File: src/shared/hub_ctrl_consts.vh
// Constants for the hub strap, port power and clock control block
`ifndef HUB_CTRL_CONSTS_VH
`define HUB_CTRL_CONSTS_VH

// ----------------------------------------
// Register byte offsets
// ----------------------------------------
`define REG_CTRL          8'h00
`define REG_PORT_POWER    8'h04
`define REG_PORT_DISABLE  8'h08
`define REG_OC_STATUS     8'h0C
`define REG_STATUS        8'h10
`define REG_IDENT         8'h14
`define REG_OC_LIVE       8'h18

// ----------------------------------------
// Field positions
// ----------------------------------------
`define CTRL_HUB_CFG      0
`define CTRL_SUSPEND      1
`define CTRL_EE_RELEASE   2
`define CTRL_EE_RELOAD    3
`define ST_SELF_POWERED   0
`define ST_EXT_MEMORY_DISABLE_STRAP_OFF     1
`define ST_CLOCK_MODE     2
`define ST_GANGED         3
`define ST_PULLUP_ON      4
`define ST_EE_DONE        5
`define ST_EE_BUSY        6

// ----------------------------------------
// Reset values and port counts
// ----------------------------------------
`define CTRL_RESET        4'h0
`define PORTS_RESET       7'h00
`define MASK_SELF_POWER   7'h7F
`define MASK_BUS_POWER    7'h0F
`define COUNT_SELF_POWER  3'h7
`define COUNT_BUS_POWER   3'h4

// ----------------------------------------
// Timing
// ----------------------------------------
`define PCLK_HZ           25000000
`define PCLK_PERIOD_NS    40
`define PULLUP_DELAY_MS   15
`define PULLUP_DELAY_CYC  (`PULLUP_DELAY_MS * (`PCLK_HZ / 1000))
`define OC_FILTER_NS      2000
`define OC_FILTER_CYC     ((`OC_FILTER_NS + `PCLK_PERIOD_NS - 1) / `PCLK_PERIOD_NS)
`define EE_HALF_NS        2000
`define EE_HALF_CYC       (`EE_HALF_NS / `PCLK_PERIOD_NS)
`define EE_CMD_BITS       9
`define EE_CMD_READ0      9'h180
`define EE_DATA_BITS      48

`endif

File: src/rtl/hub_strap_power_clock_ctrl.v
// Strap decode, port power, pullup delay and clock select control for a 7-port hub
//
// Contract
// Seven ports self-powered, four bus-powered
// Pullup held off 15 ms after reset/strap change
// Memory strap high gives default identifiers
// Memory strap high: data pin selects gang
// Memory strap low: identifiers, gang from EEPROM
// Memory strap low: pins are EEPROM clock/data
// EEPROM pins can float for sharing
// Overcurrent drops power of affected port/gang
// Ganged: all enables together, any overcurrent
// Non-ganged: each port independent
// Overcurrent inputs filtered against spikes
// Power enables driven to both levels
// Clock strap low selects multiplier clock
// Clock strap high: direct 48 MHz, powerdown
// External oscillator stopped low in suspend
// Suspend status output; stop clock
// Three indicators for configured, power, disabled
// Slew rate follows attached device speed
// Configured indicator high when configured
// Power strap low means bus-powered
// Pullup floats during delay, then high
// Delay counter restarts on reset/strap change
`include "hub_ctrl_consts.vh"

module hub_strap_power_clock_ctrl #(
    parameter        PULLUP_DELAY = `PULLUP_DELAY_CYC,
    parameter [15:0] DEFAULT_VID  = 16'h1A2B,   // Arbitrary value
    parameter [15:0] DEFAULT_PID  = 16'h3C4D    // Arbitrary value
) (
    input  wire        pclk,                     // APB clock, 25 MHz
    input  wire        presetn,                  // Async reset, active low
    input  wire [7:0]  paddr,                    // APB address
    input  wire        psel,                     // APB select
    input  wire        penable,                  // APB enable
    input  wire        pwrite,                   // APB write
    input  wire [31:0] pwdata,                   // APB write data
    output reg  [31:0] prdata,                   // APB read data
    output reg         pready,                   // APB ready
    output reg         pslverr,                  // APB error
    input  wire        power_source_strap_n,     // Low = bus-powered
    input  wire        ext_memory_disable_strap, // High = no EEPROM
    input  wire        clock_mode_strap,         // High = direct 48 MHz
    input  wire [6:0]  overcurrent_in_n,         // Overcurrent, active low
    input  wire [6:0]  low_speed_attached,       // Attached device is low speed
    output reg         eeprom_serial_clock,      // EEPROM clock out
    output reg         eeprom_serial_clock_oe,   // EEPROM clock drive enable
    output reg         eeprom_serial_data_o,     // EEPROM data out
    output reg         eeprom_serial_data_oe,    // EEPROM data drive enable
    input  wire        eeprom_serial_data_i,     // EEPROM data in / gang select
    output reg  [6:0]  port_power_enable,        // Port power enables
    output reg         upstream_pullup_ctrl,     // Pullup level
    output reg         upstream_pullup_oe,       // Pullup drive enable
    output reg         core_clock_select,        // 1 = direct input clock
    output reg         clock_multiplier_pll_pd,  // Multiplier power down
    output reg         oscillator_pd,            // Oscillator cell power down
    output reg         suspend_status_out,       // Suspended
    output reg         hub_configured_led,       // Hub configured
    output reg         port_power_led,           // Some port powered
    output reg         port_disabled_led,        // Some port disabled
    output reg  [6:0]  slow_slew_enable          // Low-speed slew per port
);
    // ----------------------------------------
    // Register state
    // ----------------------------------------
    reg  [3:0]  ctrl_q;
    reg  [6:0]  port_req_q;
    reg  [6:0]  port_dis_q;
    reg  [6:0]  oc_sticky_q;
    reg  [18:0] pullup_cnt_q;
    reg         pullup_done_q;
    reg         strap_prev_q;
    reg         strap_seen_q;
    reg         ee_start_q;
    reg         ganged_q;
    reg  [31:0] rdata_d;
    reg         rerr_d;

    wire [6:0]  oc_filt;
    wire        ee_clk;
    wire        ee_clk_oe;
    wire        ee_do;
    wire        ee_doe;
    wire        ee_busy;
    wire        ee_done;
    wire [47:0] ee_words;

    wire        wr_en  = psel & penable & pready & pwrite;
    wire        ext_on = ~ext_memory_disable_strap;

    // ----------------------------------------
    // Overcurrent filtering
    // ----------------------------------------
    genvar gi;
    generate
        for (gi = 0; gi < 7; gi = gi + 1) begin : g_oc
            overcurrent_filter #(
                .CNT_W (8)
            ) u_filt (
                .pclk    (pclk),
                .presetn (presetn),
                .oc_in_n (overcurrent_in_n[gi]),
                .oc_q    (oc_filt[gi])
            );
        end
    endgenerate

    // ----------------------------------------
    // EEPROM loader
    // ----------------------------------------
    eeprom_reader u_ee (
        .pclk        (pclk),
        .presetn     (presetn),
        .start       (ee_start_q),
        .release_bus (ctrl_q[`CTRL_EE_RELEASE] | ~ext_on),
        .data_i      (eeprom_serial_data_i),
        .ser_clk_q   (ee_clk),
        .clk_oe_q    (ee_clk_oe),
        .data_o_q    (ee_do),
        .data_oe_q   (ee_doe),
        .busy_q      (ee_busy),
        .done_q      (ee_done),
        .words_q     (ee_words)
    );

    // One load after reset, and again on software request
    always @(posedge pclk or negedge presetn) begin
        if (!presetn) begin
            ee_start_q   <= 1'b0;
            strap_seen_q <= 1'b0;
        end else begin
            strap_seen_q <= 1'b1;
            ee_start_q   <= ext_on & ~ee_busy &
                            (~strap_seen_q | (wr_en && paddr == `REG_CTRL &&
                                              pwdata[`CTRL_EE_RELOAD]));
        end
    end

    // ----------------------------------------
    // Pin muxing for the shared terminals
    // ----------------------------------------
    always @(posedge pclk or negedge presetn) begin
        if (!presetn) begin
            eeprom_serial_clock    <= 1'b0;
            eeprom_serial_clock_oe <= 1'b0;
            eeprom_serial_data_o   <= 1'b0;
            eeprom_serial_data_oe  <= 1'b0;
            ganged_q               <= 1'b0;
        end else begin
            // Clock pin is left undriven when no EEPROM is fitted
            eeprom_serial_clock    <= ee_clk & ext_on;
            eeprom_serial_clock_oe <= ee_clk_oe & ext_on;
            eeprom_serial_data_o   <= ee_do & ext_on;
            eeprom_serial_data_oe  <= ee_doe & ext_on;
            if (!ext_on)
                ganged_q <= eeprom_serial_data_i;
            else if (ee_done)
                ganged_q <= ee_words[0];
        end
    end

    // ----------------------------------------
    // Pullup delay after reset or power strap change
    // ----------------------------------------
    always @(posedge pclk or negedge presetn) begin
        if (!presetn) begin
            pullup_cnt_q         <= 19'h00000;
            pullup_done_q        <= 1'b0;
            strap_prev_q         <= 1'b0;
            upstream_pullup_ctrl <= 1'b0;
            upstream_pullup_oe   <= 1'b0;
        end else begin
            strap_prev_q <= power_source_strap_n;
            // The first cycle after reset also counts as a change
            if (strap_prev_q != power_source_strap_n || !strap_seen_q) begin
                pullup_cnt_q  <= 19'h00000;
                pullup_done_q <= 1'b0;
            end else if (!pullup_done_q) begin
                if (pullup_cnt_q == PULLUP_DELAY - 1)
                    pullup_done_q <= 1'b1;
                else
                    pullup_cnt_q <= pullup_cnt_q + 1'b1;
            end
            upstream_pullup_ctrl <= pullup_done_q;
            upstream_pullup_oe   <= pullup_done_q;
        end
    end

    // ----------------------------------------
    // Port power and overcurrent handling
    // ----------------------------------------
    // Bus-powered hubs use only the low four ports
    wire [6:0] port_mask = power_source_strap_n ? `MASK_SELF_POWER
                                                : `MASK_BUS_POWER;
    wire       any_oc    = |(oc_sticky_q & port_mask);
    wire [6:0] power_d   = ganged_q ?
                           ({7{port_req_q[0] & ~any_oc}} & port_mask) :
                           (port_req_q & ~oc_sticky_q & port_mask);

    always @(posedge pclk or negedge presetn) begin
        if (!presetn) begin
            oc_sticky_q       <= 7'h00;
            port_power_enable <= 7'h00;
        end else begin
            // A new overcurrent wins over a clear in the same cycle
            if (wr_en && paddr == `REG_OC_STATUS)
                oc_sticky_q <= (oc_sticky_q & ~pwdata[6:0]) | oc_filt;
            else
                oc_sticky_q <= oc_sticky_q | oc_filt;
            // Driven both ways at all times, no pullup needed
            port_power_enable <= power_d & ~oc_filt & ~{7{ganged_q & |oc_filt}};
        end
    end

    // ----------------------------------------
    // Clock selection and suspend
    // ----------------------------------------
    always @(posedge pclk or negedge presetn) begin
        if (!presetn) begin
            core_clock_select       <= 1'b0;
            clock_multiplier_pll_pd <= 1'b0;
            oscillator_pd           <= 1'b0;
            suspend_status_out      <= 1'b0;
        end else begin
            core_clock_select       <= clock_mode_strap;
            // Suspend saves power only by stopping the clock sources
            clock_multiplier_pll_pd <= clock_mode_strap | ctrl_q[`CTRL_SUSPEND];
            oscillator_pd           <= clock_mode_strap | ctrl_q[`CTRL_SUSPEND];
            // Board must hold an external oscillator low while this is high
            suspend_status_out      <= ctrl_q[`CTRL_SUSPEND];
        end
    end

    // ----------------------------------------
    // Indicators and per-port slew
    // ----------------------------------------
    always @(posedge pclk or negedge presetn) begin
        if (!presetn) begin
            hub_configured_led <= 1'b0;
            port_power_led     <= 1'b0;
            port_disabled_led  <= 1'b0;
            slow_slew_enable   <= 7'h00;
        end else begin
            hub_configured_led <= ctrl_q[`CTRL_HUB_CFG];
            port_power_led     <= |port_power_enable;
            port_disabled_led  <= |((port_dis_q | oc_sticky_q) & port_mask);
            slow_slew_enable   <= low_speed_attached & port_mask;
        end
    end

    // ----------------------------------------
    // APB register file
    // ----------------------------------------
    always @(posedge pclk or negedge presetn) begin
        if (!presetn) begin
            ctrl_q     <= `CTRL_RESET;
            port_req_q <= `PORTS_RESET;
            port_dis_q <= `PORTS_RESET;
        end else if (wr_en) begin
            case (paddr)
                `REG_CTRL:         ctrl_q     <= {1'b0, pwdata[2:0]};
                `REG_PORT_POWER:   port_req_q <= pwdata[6:0];
                `REG_PORT_DISABLE: port_dis_q <= pwdata[6:0];
                default:           ctrl_q     <= ctrl_q;
            endcase
        end
    end

    always @* begin
        rdata_d = 32'h00000000;
        rerr_d  = 1'b0;
        case (paddr)
            `REG_CTRL:         rdata_d[2:0] = ctrl_q[2:0];
            `REG_PORT_POWER:   rdata_d[6:0] = port_req_q;
            `REG_PORT_DISABLE: rdata_d[6:0] = port_dis_q;
            `REG_OC_STATUS:    rdata_d[6:0] = oc_sticky_q;
            `REG_OC_LIVE:      rdata_d[6:0] = oc_filt;
            `REG_STATUS: begin
                rdata_d[`ST_SELF_POWERED] = power_source_strap_n;
                rdata_d[`ST_EXT_MEMORY_DISABLE_STRAP_OFF]   = ext_memory_disable_strap;
                rdata_d[`ST_CLOCK_MODE]   = clock_mode_strap;
                rdata_d[`ST_GANGED]       = ganged_q;
                rdata_d[`ST_PULLUP_ON]    = pullup_done_q;
                rdata_d[`ST_EE_DONE]      = ee_done;
                rdata_d[`ST_EE_BUSY]      = ee_busy;
                rdata_d[10:8]             = power_source_strap_n ? `COUNT_SELF_POWER
                                                                 : `COUNT_BUS_POWER;
            end
            `REG_IDENT: begin
                if (ext_on && ee_done)
                    rdata_d = {ee_words[31:16], ee_words[47:32]};
                else
                    rdata_d = {DEFAULT_PID, DEFAULT_VID};
            end
            default:           rerr_d = 1'b1;
        endcase
    end

    // One wait state: ready comes on the second access cycle
    always @(posedge pclk or negedge presetn) begin
        if (!presetn) begin
            pready  <= 1'b0;
            pslverr <= 1'b0;
            prdata  <= 32'h00000000;
        end else begin
            pready  <= psel & penable & ~pready;
            pslverr <= psel & penable & ~pready & rerr_d;
            prdata  <= (psel & penable & ~pready & ~pwrite) ? rdata_d : 32'h00000000;
        end
    end
endmodule

File: src/rtl/overcurrent_filter.v
// Glitch filter for one active-low overcurrent input
`include "hub_ctrl_consts.vh"

module overcurrent_filter #(
    parameter CNT_W = 8
) (
    input  wire pclk,      // Clock
    input  wire presetn,   // Async reset, active low
    input  wire oc_in_n,   // Raw overcurrent, active low
    output reg  oc_q       // Filtered overcurrent, active high
);
    reg [CNT_W-1:0] cnt_q;

    // Output follows the input only after it has held for the whole filter time
    always @(posedge pclk or negedge presetn) begin
        if (!presetn) begin
            cnt_q <= {CNT_W{1'b0}};
            oc_q  <= 1'b0;
        end else if ((~oc_in_n) == oc_q) begin
            cnt_q <= {CNT_W{1'b0}};
        end else if (cnt_q == `OC_FILTER_CYC - 1) begin
            cnt_q <= {CNT_W{1'b0}};
            oc_q  <= ~oc_in_n;
        end else begin
            cnt_q <= cnt_q + 1'b1;
        end
    end
endmodule

File: src/rtl/eeprom_reader.v
// Serial EEPROM reader for vendor, product and gang settings
`include "hub_ctrl_consts.vh"

module eeprom_reader (
    input  wire        pclk,       // Clock
    input  wire        presetn,    // Async reset, active low
    input  wire        start,      // Begin a load, one cycle
    input  wire        release_bus,// Float both pins for sharing
    input  wire        data_i,     // Serial data in
    output reg         ser_clk_q,  // Serial clock out
    output reg         clk_oe_q,   // Serial clock drive enable
    output reg         data_o_q,   // Serial data out
    output reg         data_oe_q,  // Serial data drive enable
    output reg         busy_q,     // Load in progress
    output reg         done_q,     // Load finished
    output reg  [47:0] words_q     // Vendor, product, gang word
);
    localparam ST_IDLE = 2'b00;
    localparam ST_CMD  = 2'b01;
    localparam ST_READ = 2'b10;

    reg [1:0] state_q;
    reg [7:0] div_q;
    reg [5:0] bit_q;
    reg [8:0] cmd_q;
    wire      tick = (div_q == `EE_HALF_CYC - 1);

    always @(posedge pclk or negedge presetn) begin
        if (!presetn) begin
            state_q   <= ST_IDLE;
            div_q     <= 8'h00;
            bit_q     <= 6'h00;
            cmd_q     <= 9'h000;
            ser_clk_q <= 1'b0;
            clk_oe_q  <= 1'b0;
            data_o_q  <= 1'b0;
            data_oe_q <= 1'b0;
            busy_q    <= 1'b0;
            done_q    <= 1'b0;
            words_q   <= 48'h000000000000;
        end else begin
            div_q <= tick ? 8'h00 : div_q + 1'b1;
            case (state_q)
                ST_IDLE: begin
                    ser_clk_q <= 1'b0;
                    data_oe_q <= 1'b0;
                    clk_oe_q  <= ~release_bus;
                    if (start && !release_bus) begin
                        state_q  <= ST_CMD;
                        busy_q   <= 1'b1;
                        done_q   <= 1'b0;
                        cmd_q    <= `EE_CMD_READ0;
                        bit_q    <= 6'h00;
                        clk_oe_q <= 1'b1;
                    end
                end
                ST_CMD: if (tick) begin
                    ser_clk_q <= ~ser_clk_q;
                    if (!ser_clk_q) begin
                        data_o_q  <= cmd_q[8];
                        data_oe_q <= 1'b1;
                        cmd_q     <= {cmd_q[7:0], 1'b0};
                    end else if (bit_q == `EE_CMD_BITS - 1) begin
                        bit_q     <= 6'h00;
                        data_oe_q <= 1'b0;
                        state_q   <= ST_READ;
                    end else begin
                        bit_q <= bit_q + 1'b1;
                    end
                end
                ST_READ: if (tick) begin
                    ser_clk_q <= ~ser_clk_q;
                    // Sample on the rising serial clock edge
                    if (!ser_clk_q) begin
                        words_q <= {words_q[46:0], data_i};
                        if (bit_q == `EE_DATA_BITS - 1) begin
                            state_q <= ST_IDLE;
                            busy_q  <= 1'b0;
                            done_q  <= 1'b1;
                        end else begin
                            bit_q <= bit_q + 1'b1;
                        end
                    end
                end
                default: state_q <= ST_IDLE;
            endcase
        end
    end
endmodule

File: config.mk
export PLATFORM = sky130hd
export DESIGN_NAME = hub_strap_power_clock_ctrl
export DESIGN_NICKNAME = d
export VERILOG_FILES = /design/src/rtl/hub_strap_power_clock_ctrl.v /design/src/rtl/overcurrent_filter.v /design/src/rtl/eeprom_reader.v
export VERILOG_INCLUDE_DIRS = /design/src /design/src/shared
export SDC_FILE = /design/constraint.sdc
export NUM_CORES = 1
export LEC_CHECK = 0
export ABC_CLOCK_PERIOD_IN_PS = 2200
export BUFFER_PORTS_ARGS = -buffer_cell sky130_fd_sc_hd__buf_2
export CAP_MARGIN = 20
export CORE_ASPECT_RATIO = 0.6
export CORE_MARGIN = 2
export CORE_UTILIZATION = 45
export CTS_CLUSTER_SIZE = 10
export DETAILED_ROUTE_END_ITERATION = 8
export HOLD_SLACK_MARGIN = 0.15
export PLACE_DENSITY = 0.72
export SLEW_MARGIN = 20
export SYNTH_ARGS = -nofsm -noshare
export SYNTH_HDL_FRONTEND = slang
export SYNTH_SLANG_ARGS = --single-unit
File: constraint.sdc
create_clock -name pclk -period 2.2 [get_ports pclk]
set_input_delay 0.11 -clock pclk [delete_from_list [all_inputs] [get_ports pclk]]
set_output_delay 0.11 -clock pclk [all_outputs]
set_load 0.03 [all_outputs]
==> run_results.csv <==
group,metric,value,unit
cells_and_area,post_route_cells_drive_above_1_share,0.2342,
sta,min_period,2.095,ns
drt,drc_errors,0,
global_routing,first_global_vias,7150,
sta,hold_viol,0,
synth,mappedNetlistArea,10590,µm²
sta,rsz0062_at_grt,"false",
synth,post-synth-top-area-fraction,0.5720,
place,placed_cells,1332,
place,gpl.final_weighted_congestion,0.8733,
synth,synth-edff-count,0,
setup_path,timing_worst_setup_path_type,"in -> reg",
global_routing,antenna_found_initial,1,
setup_path,critPathArrivalTime,2.51,ns
synth,synth.distinct_cells,59,
floorplan,die_h,122.8,µm
sta,maximum_clock_frequency,477.3,MHz
drt,final_antenna_net_count,0,
setup_path,start_kind,"input pin",
global_routing,first_pass_grt_wire_length,38160,µm
cells_and_area,multi_input_area,4305,µm²
worst_hold_path,min_to,"slow_slew_enable[3]$_DFF_PN0_",
setup_path,reg2reg_from,"u_ee.div_q[6]$_DFF_PN0_",
worst_hold_path,timing.hold.worst.class,"in -> reg",
drt,detailedRoute.firstPassIterationCount,5,
cells_and_area,final_cell_count_no_fill,1409,
floorplan,rows,43,
cells_and_area,area_growth,20.85,%
floorplan,design.core.area,23080,µm²
worst_hold_path,worst_hold_path.num_cells,2,
sta,max_slew.worst_pin.slew,0.6466,ns
run_status,run_status,"finished, final reports clean",
sta,timing.clock.skew,0.01211,ns
sta,setup-violations-final,0,
cts,cts.reportedPaths.clkPinSlew,0.06,ns
cts,worst_skew_pair.late_latency,0.53,ns
cts,cts_buffers,28,
place,port_buffers,98,
synth,flip_flop_and_latch_count_after_synthesis,242,
drt,detail_route.vias_per_cell,5.192,
cells_and_area,layout.nets,1179,
cts,post-cts-setup-buffer-count,0,
synth,synthTopCellsByArea,"dfrtp_1, mux2_2, nor2_1",
synth,post-synth-top-count-cell,"dfrtp_1",
cts,depth_of_the_cts_h_tree,1,
cts,tritoncts,"built",
synth,synthArstFlopShare,1.000,
cells_and_area,register_area,6056,µm²
setup_path,crit-reg2reg-capture,"u_ee.words_q[39]$_DFFE_PN0P_",
drt,total_wirelength,22900,µm
global_routing,pin_count_of_the_biggest_net_entering_global_routing,59,
worst_hold_path,hold_start,"low_speed_attached[3]",
synth,yosysSeqAreaShare,0.5720,
place,dpl.hpwl,15580,µm
synth,synth.top_cells.by_count,"dfrtp_1, nor2_1, mux2_2",
setup_path,path_max_fanout,9,
cells_and_area,final.fill_count,1968,
drt,detail_route.iter0.violations,518,
drt,detail_route.wl_per_cell,16.25,µm
place,detailed_place.area,11580,µm²
global_routing,overflow_left_after_global_routing,0,
synth,synth_top_flop_cell,"dfrtp_1",
power,pwr_density_cell,793.5,nW/µm²
floorplan,floorplan.io_pins,124,
cts,clock-root-buffer,"clkbuf_16",
setup_path,crit_required,2.61,ns
sta,final.setup.worst_slack,0.1049,ns
sta,setup_total_negative_slack,0,ns
synth,avgSynthCellArea,11.55,µm²
synth,netlist.top_cell.by_area,"dfrtp_1",
cts,clock_sinks,242,
power,power.static_leakage,6.066,nW
power,vdd_ir_drop_max,568.5,µV
floorplan,design.die.area,24810,µm²
drt,vias,7315,
setup_path,ff2ff_setup_slack,0.19,ns
synth,synth_fp_nets,1003,
sta,number_of_slew_limit_violations_in_the_final_report,0,
synth,post_synth_inst_count,917,
setup_path,worst-r2r-cell-count,5,
cts,cts_max_path_buffers,3,
setup_path,critical_path.endpoint_type,"register",
global_routing,grt_use_total,0.1939,
sta,period_share,0.9523,
floorplan,chipWidth,202.0,µm
floorplan,initial_core_util,0.4587,
synth,synthesis.yosys.warnings,0,
run,total_of_max_cap_violations,0,
cells_and_area,finish.instance_area,12790,µm²
sta,slew_headroom,0.5679,
place,pre_cts_slack,0.1826,ns
[power breakdown]
group / leakage (nW) / switching, W / internal [W]
Sequential: 3.22 / 0.000128 / 0.00460
Combinational: 2.48 / 0.000853 / 0.000627
Clock: 0.362 / 0.00165 / 0.00230
Total: 6.07 / 0.00263 / 0.00752
[metrics by stage]
| step | power [W] | utilization | hold WS (ns) |
|---|---|---|---|
| 3_3_place_gp | 0.006169 | 0.5019 | 0.09783 |
| 2_1_floorplan | 0.005744 | - | -0.1856 |
| 4_1_cts | 0.01024 | 0.5541 | 0.1976 |
| 5_1_grt | 0.01062 | 0.5543 | 0.1964 |
| 3_5_place_dp | 0.006194 | 0.5019 | 0.09939 |
| 6_report | 0.01015 | 0.5543 | 0.2164 |
[sequential cells by signal, summed over array words and instances, names as in the netlist, 2 cells and up]
register,cells
g_oc.u_filt.cnt_q,56
u_ee.words_q,48
prdata,32
pullup_cnt_q,19
u_ee.div_q,8
g_oc.u_filt.oc_q,7
oc_sticky_q,7
port_dis_q,7
port_power_enable,7
port_req_q,7
slow_slew_enable,7
u_ee.bit_q,6
ctrl_q,3
u_ee.cmd_q,2
u_ee.state_q,2
[worst max path at each step]
stage                                           start                           end  slack (ns)  cells past startpoint
final                                        paddr[1]     port_dis_q[3]$_DFFE_PN0P_        0.10                      8
after global routing                         paddr[1]     port_dis_q[3]$_DFFE_PN0P_        0.03                      8
after CTS                                    paddr[1]     port_dis_q[3]$_DFFE_PN0P_         0.1                      8
after detailed placement  u_ee.state_q[1]$_DFFE_PN0P_     u_ee.bit_q[4]$_DFFE_PN0P_        0.18                      7
after global placement    u_ee.state_q[1]$_DFFE_PN0P_     u_ee.bit_q[4]$_DFFE_PN0P_        0.22                      7
after floorplan               u_ee.div_q[1]$_DFF_PN0_  u_ee.words_q[28]$_DFFE_PN0P_        0.33                      8
[cell type report]
type / count / share of cell area
inverters: 27 / 0.007921
well taps: 315 / 0.03080
diodes: 1 / 0.0001956
multi-input cells: 626 / 0.3365
clock buffers: 29 / 0.05672
clock inverters: 1 / 0.0006845
repair buffers: 168 / 0.09388
flip-flops and latches: 242 / 0.4733
[what timing repair did]
action,4_1_cts,5_1_grt
endpoints found under the hold margin,360,0
setup endpoints to repair,0,11
hold buffers,46,0
gates resized for setup,0,2
[cell usage in the layout, fill, tap and decap left out, types with 3 or more instances in the layout]
master	n
xor2_1	33
o21ai_0	16
o2bb2ai_1	3
a22oi_1	5
nand4_1	7
o21a_1	10
o31ai_1	4
and2_1	16
nand3_1	40
clkbuf_16	29
buf_12	5
mux2_2	72
nor2_1	116
nand2b_1	6
a311oi_1	3
or3_1	5
o22ai_1	4
nor3_2	5
a21oi_1	30
nand4bb_1	7
mux2i_1	13
a31oi_1	4
nor4_1	8
nor4_2	4
and3_1	11
xnor2_1	36
nor3_1	20
nor2b_1	5
inv_1	27
dfrtp_1	242
dlygate4sd3_1	45
nand2_1	68
buf_2	97
a31o_2	5
buf_4	20
a21o_1	9
ha_1	22
or2_2	7
[per-layer routing]
| metal | part of all wire | track usage | vias up |
|---|---|---|---|
| met5 | 0 | 0 | - |
| li1 | - | - | 3506 |
| met1 | 0.52 | 0.3077 | 3570 |
| met2 | 0.41 | 0.2736 | 213 |
| met4 | 0.014 | 0.03309 | 0 |
| met3 | 0.057 | 0.04169 | 26 |
[kinds of logic (layout without fill, tap and decap cells)]
kind of cell	count (synthesis)	after routing	synth area share
other	1	2	0.0003542
AO/OA/AOI/OAI	108	108	0.06913
XOR/XNOR	69	69	0.05708
buffers and inverters	49	225	0.02174
AND/OR/NAND/NOR	338	338	0.1594
flip-flops	242	242	0.5720
multiplexers	87	87	0.09312
adder cells (fa/ha/maj)	23	23	0.02718
[critical path, cell delays in order]
cell and delay [ns]:
dlygate4sd3_1 0.54, buf_2 0.14, nor2_1 0.10, dlygate4sd3_1 0.55
buf_4 0.16, nand2_1 0.13, nor3_4 0.37, mux2_2 0.39
(Power assumes the default switching activity.)
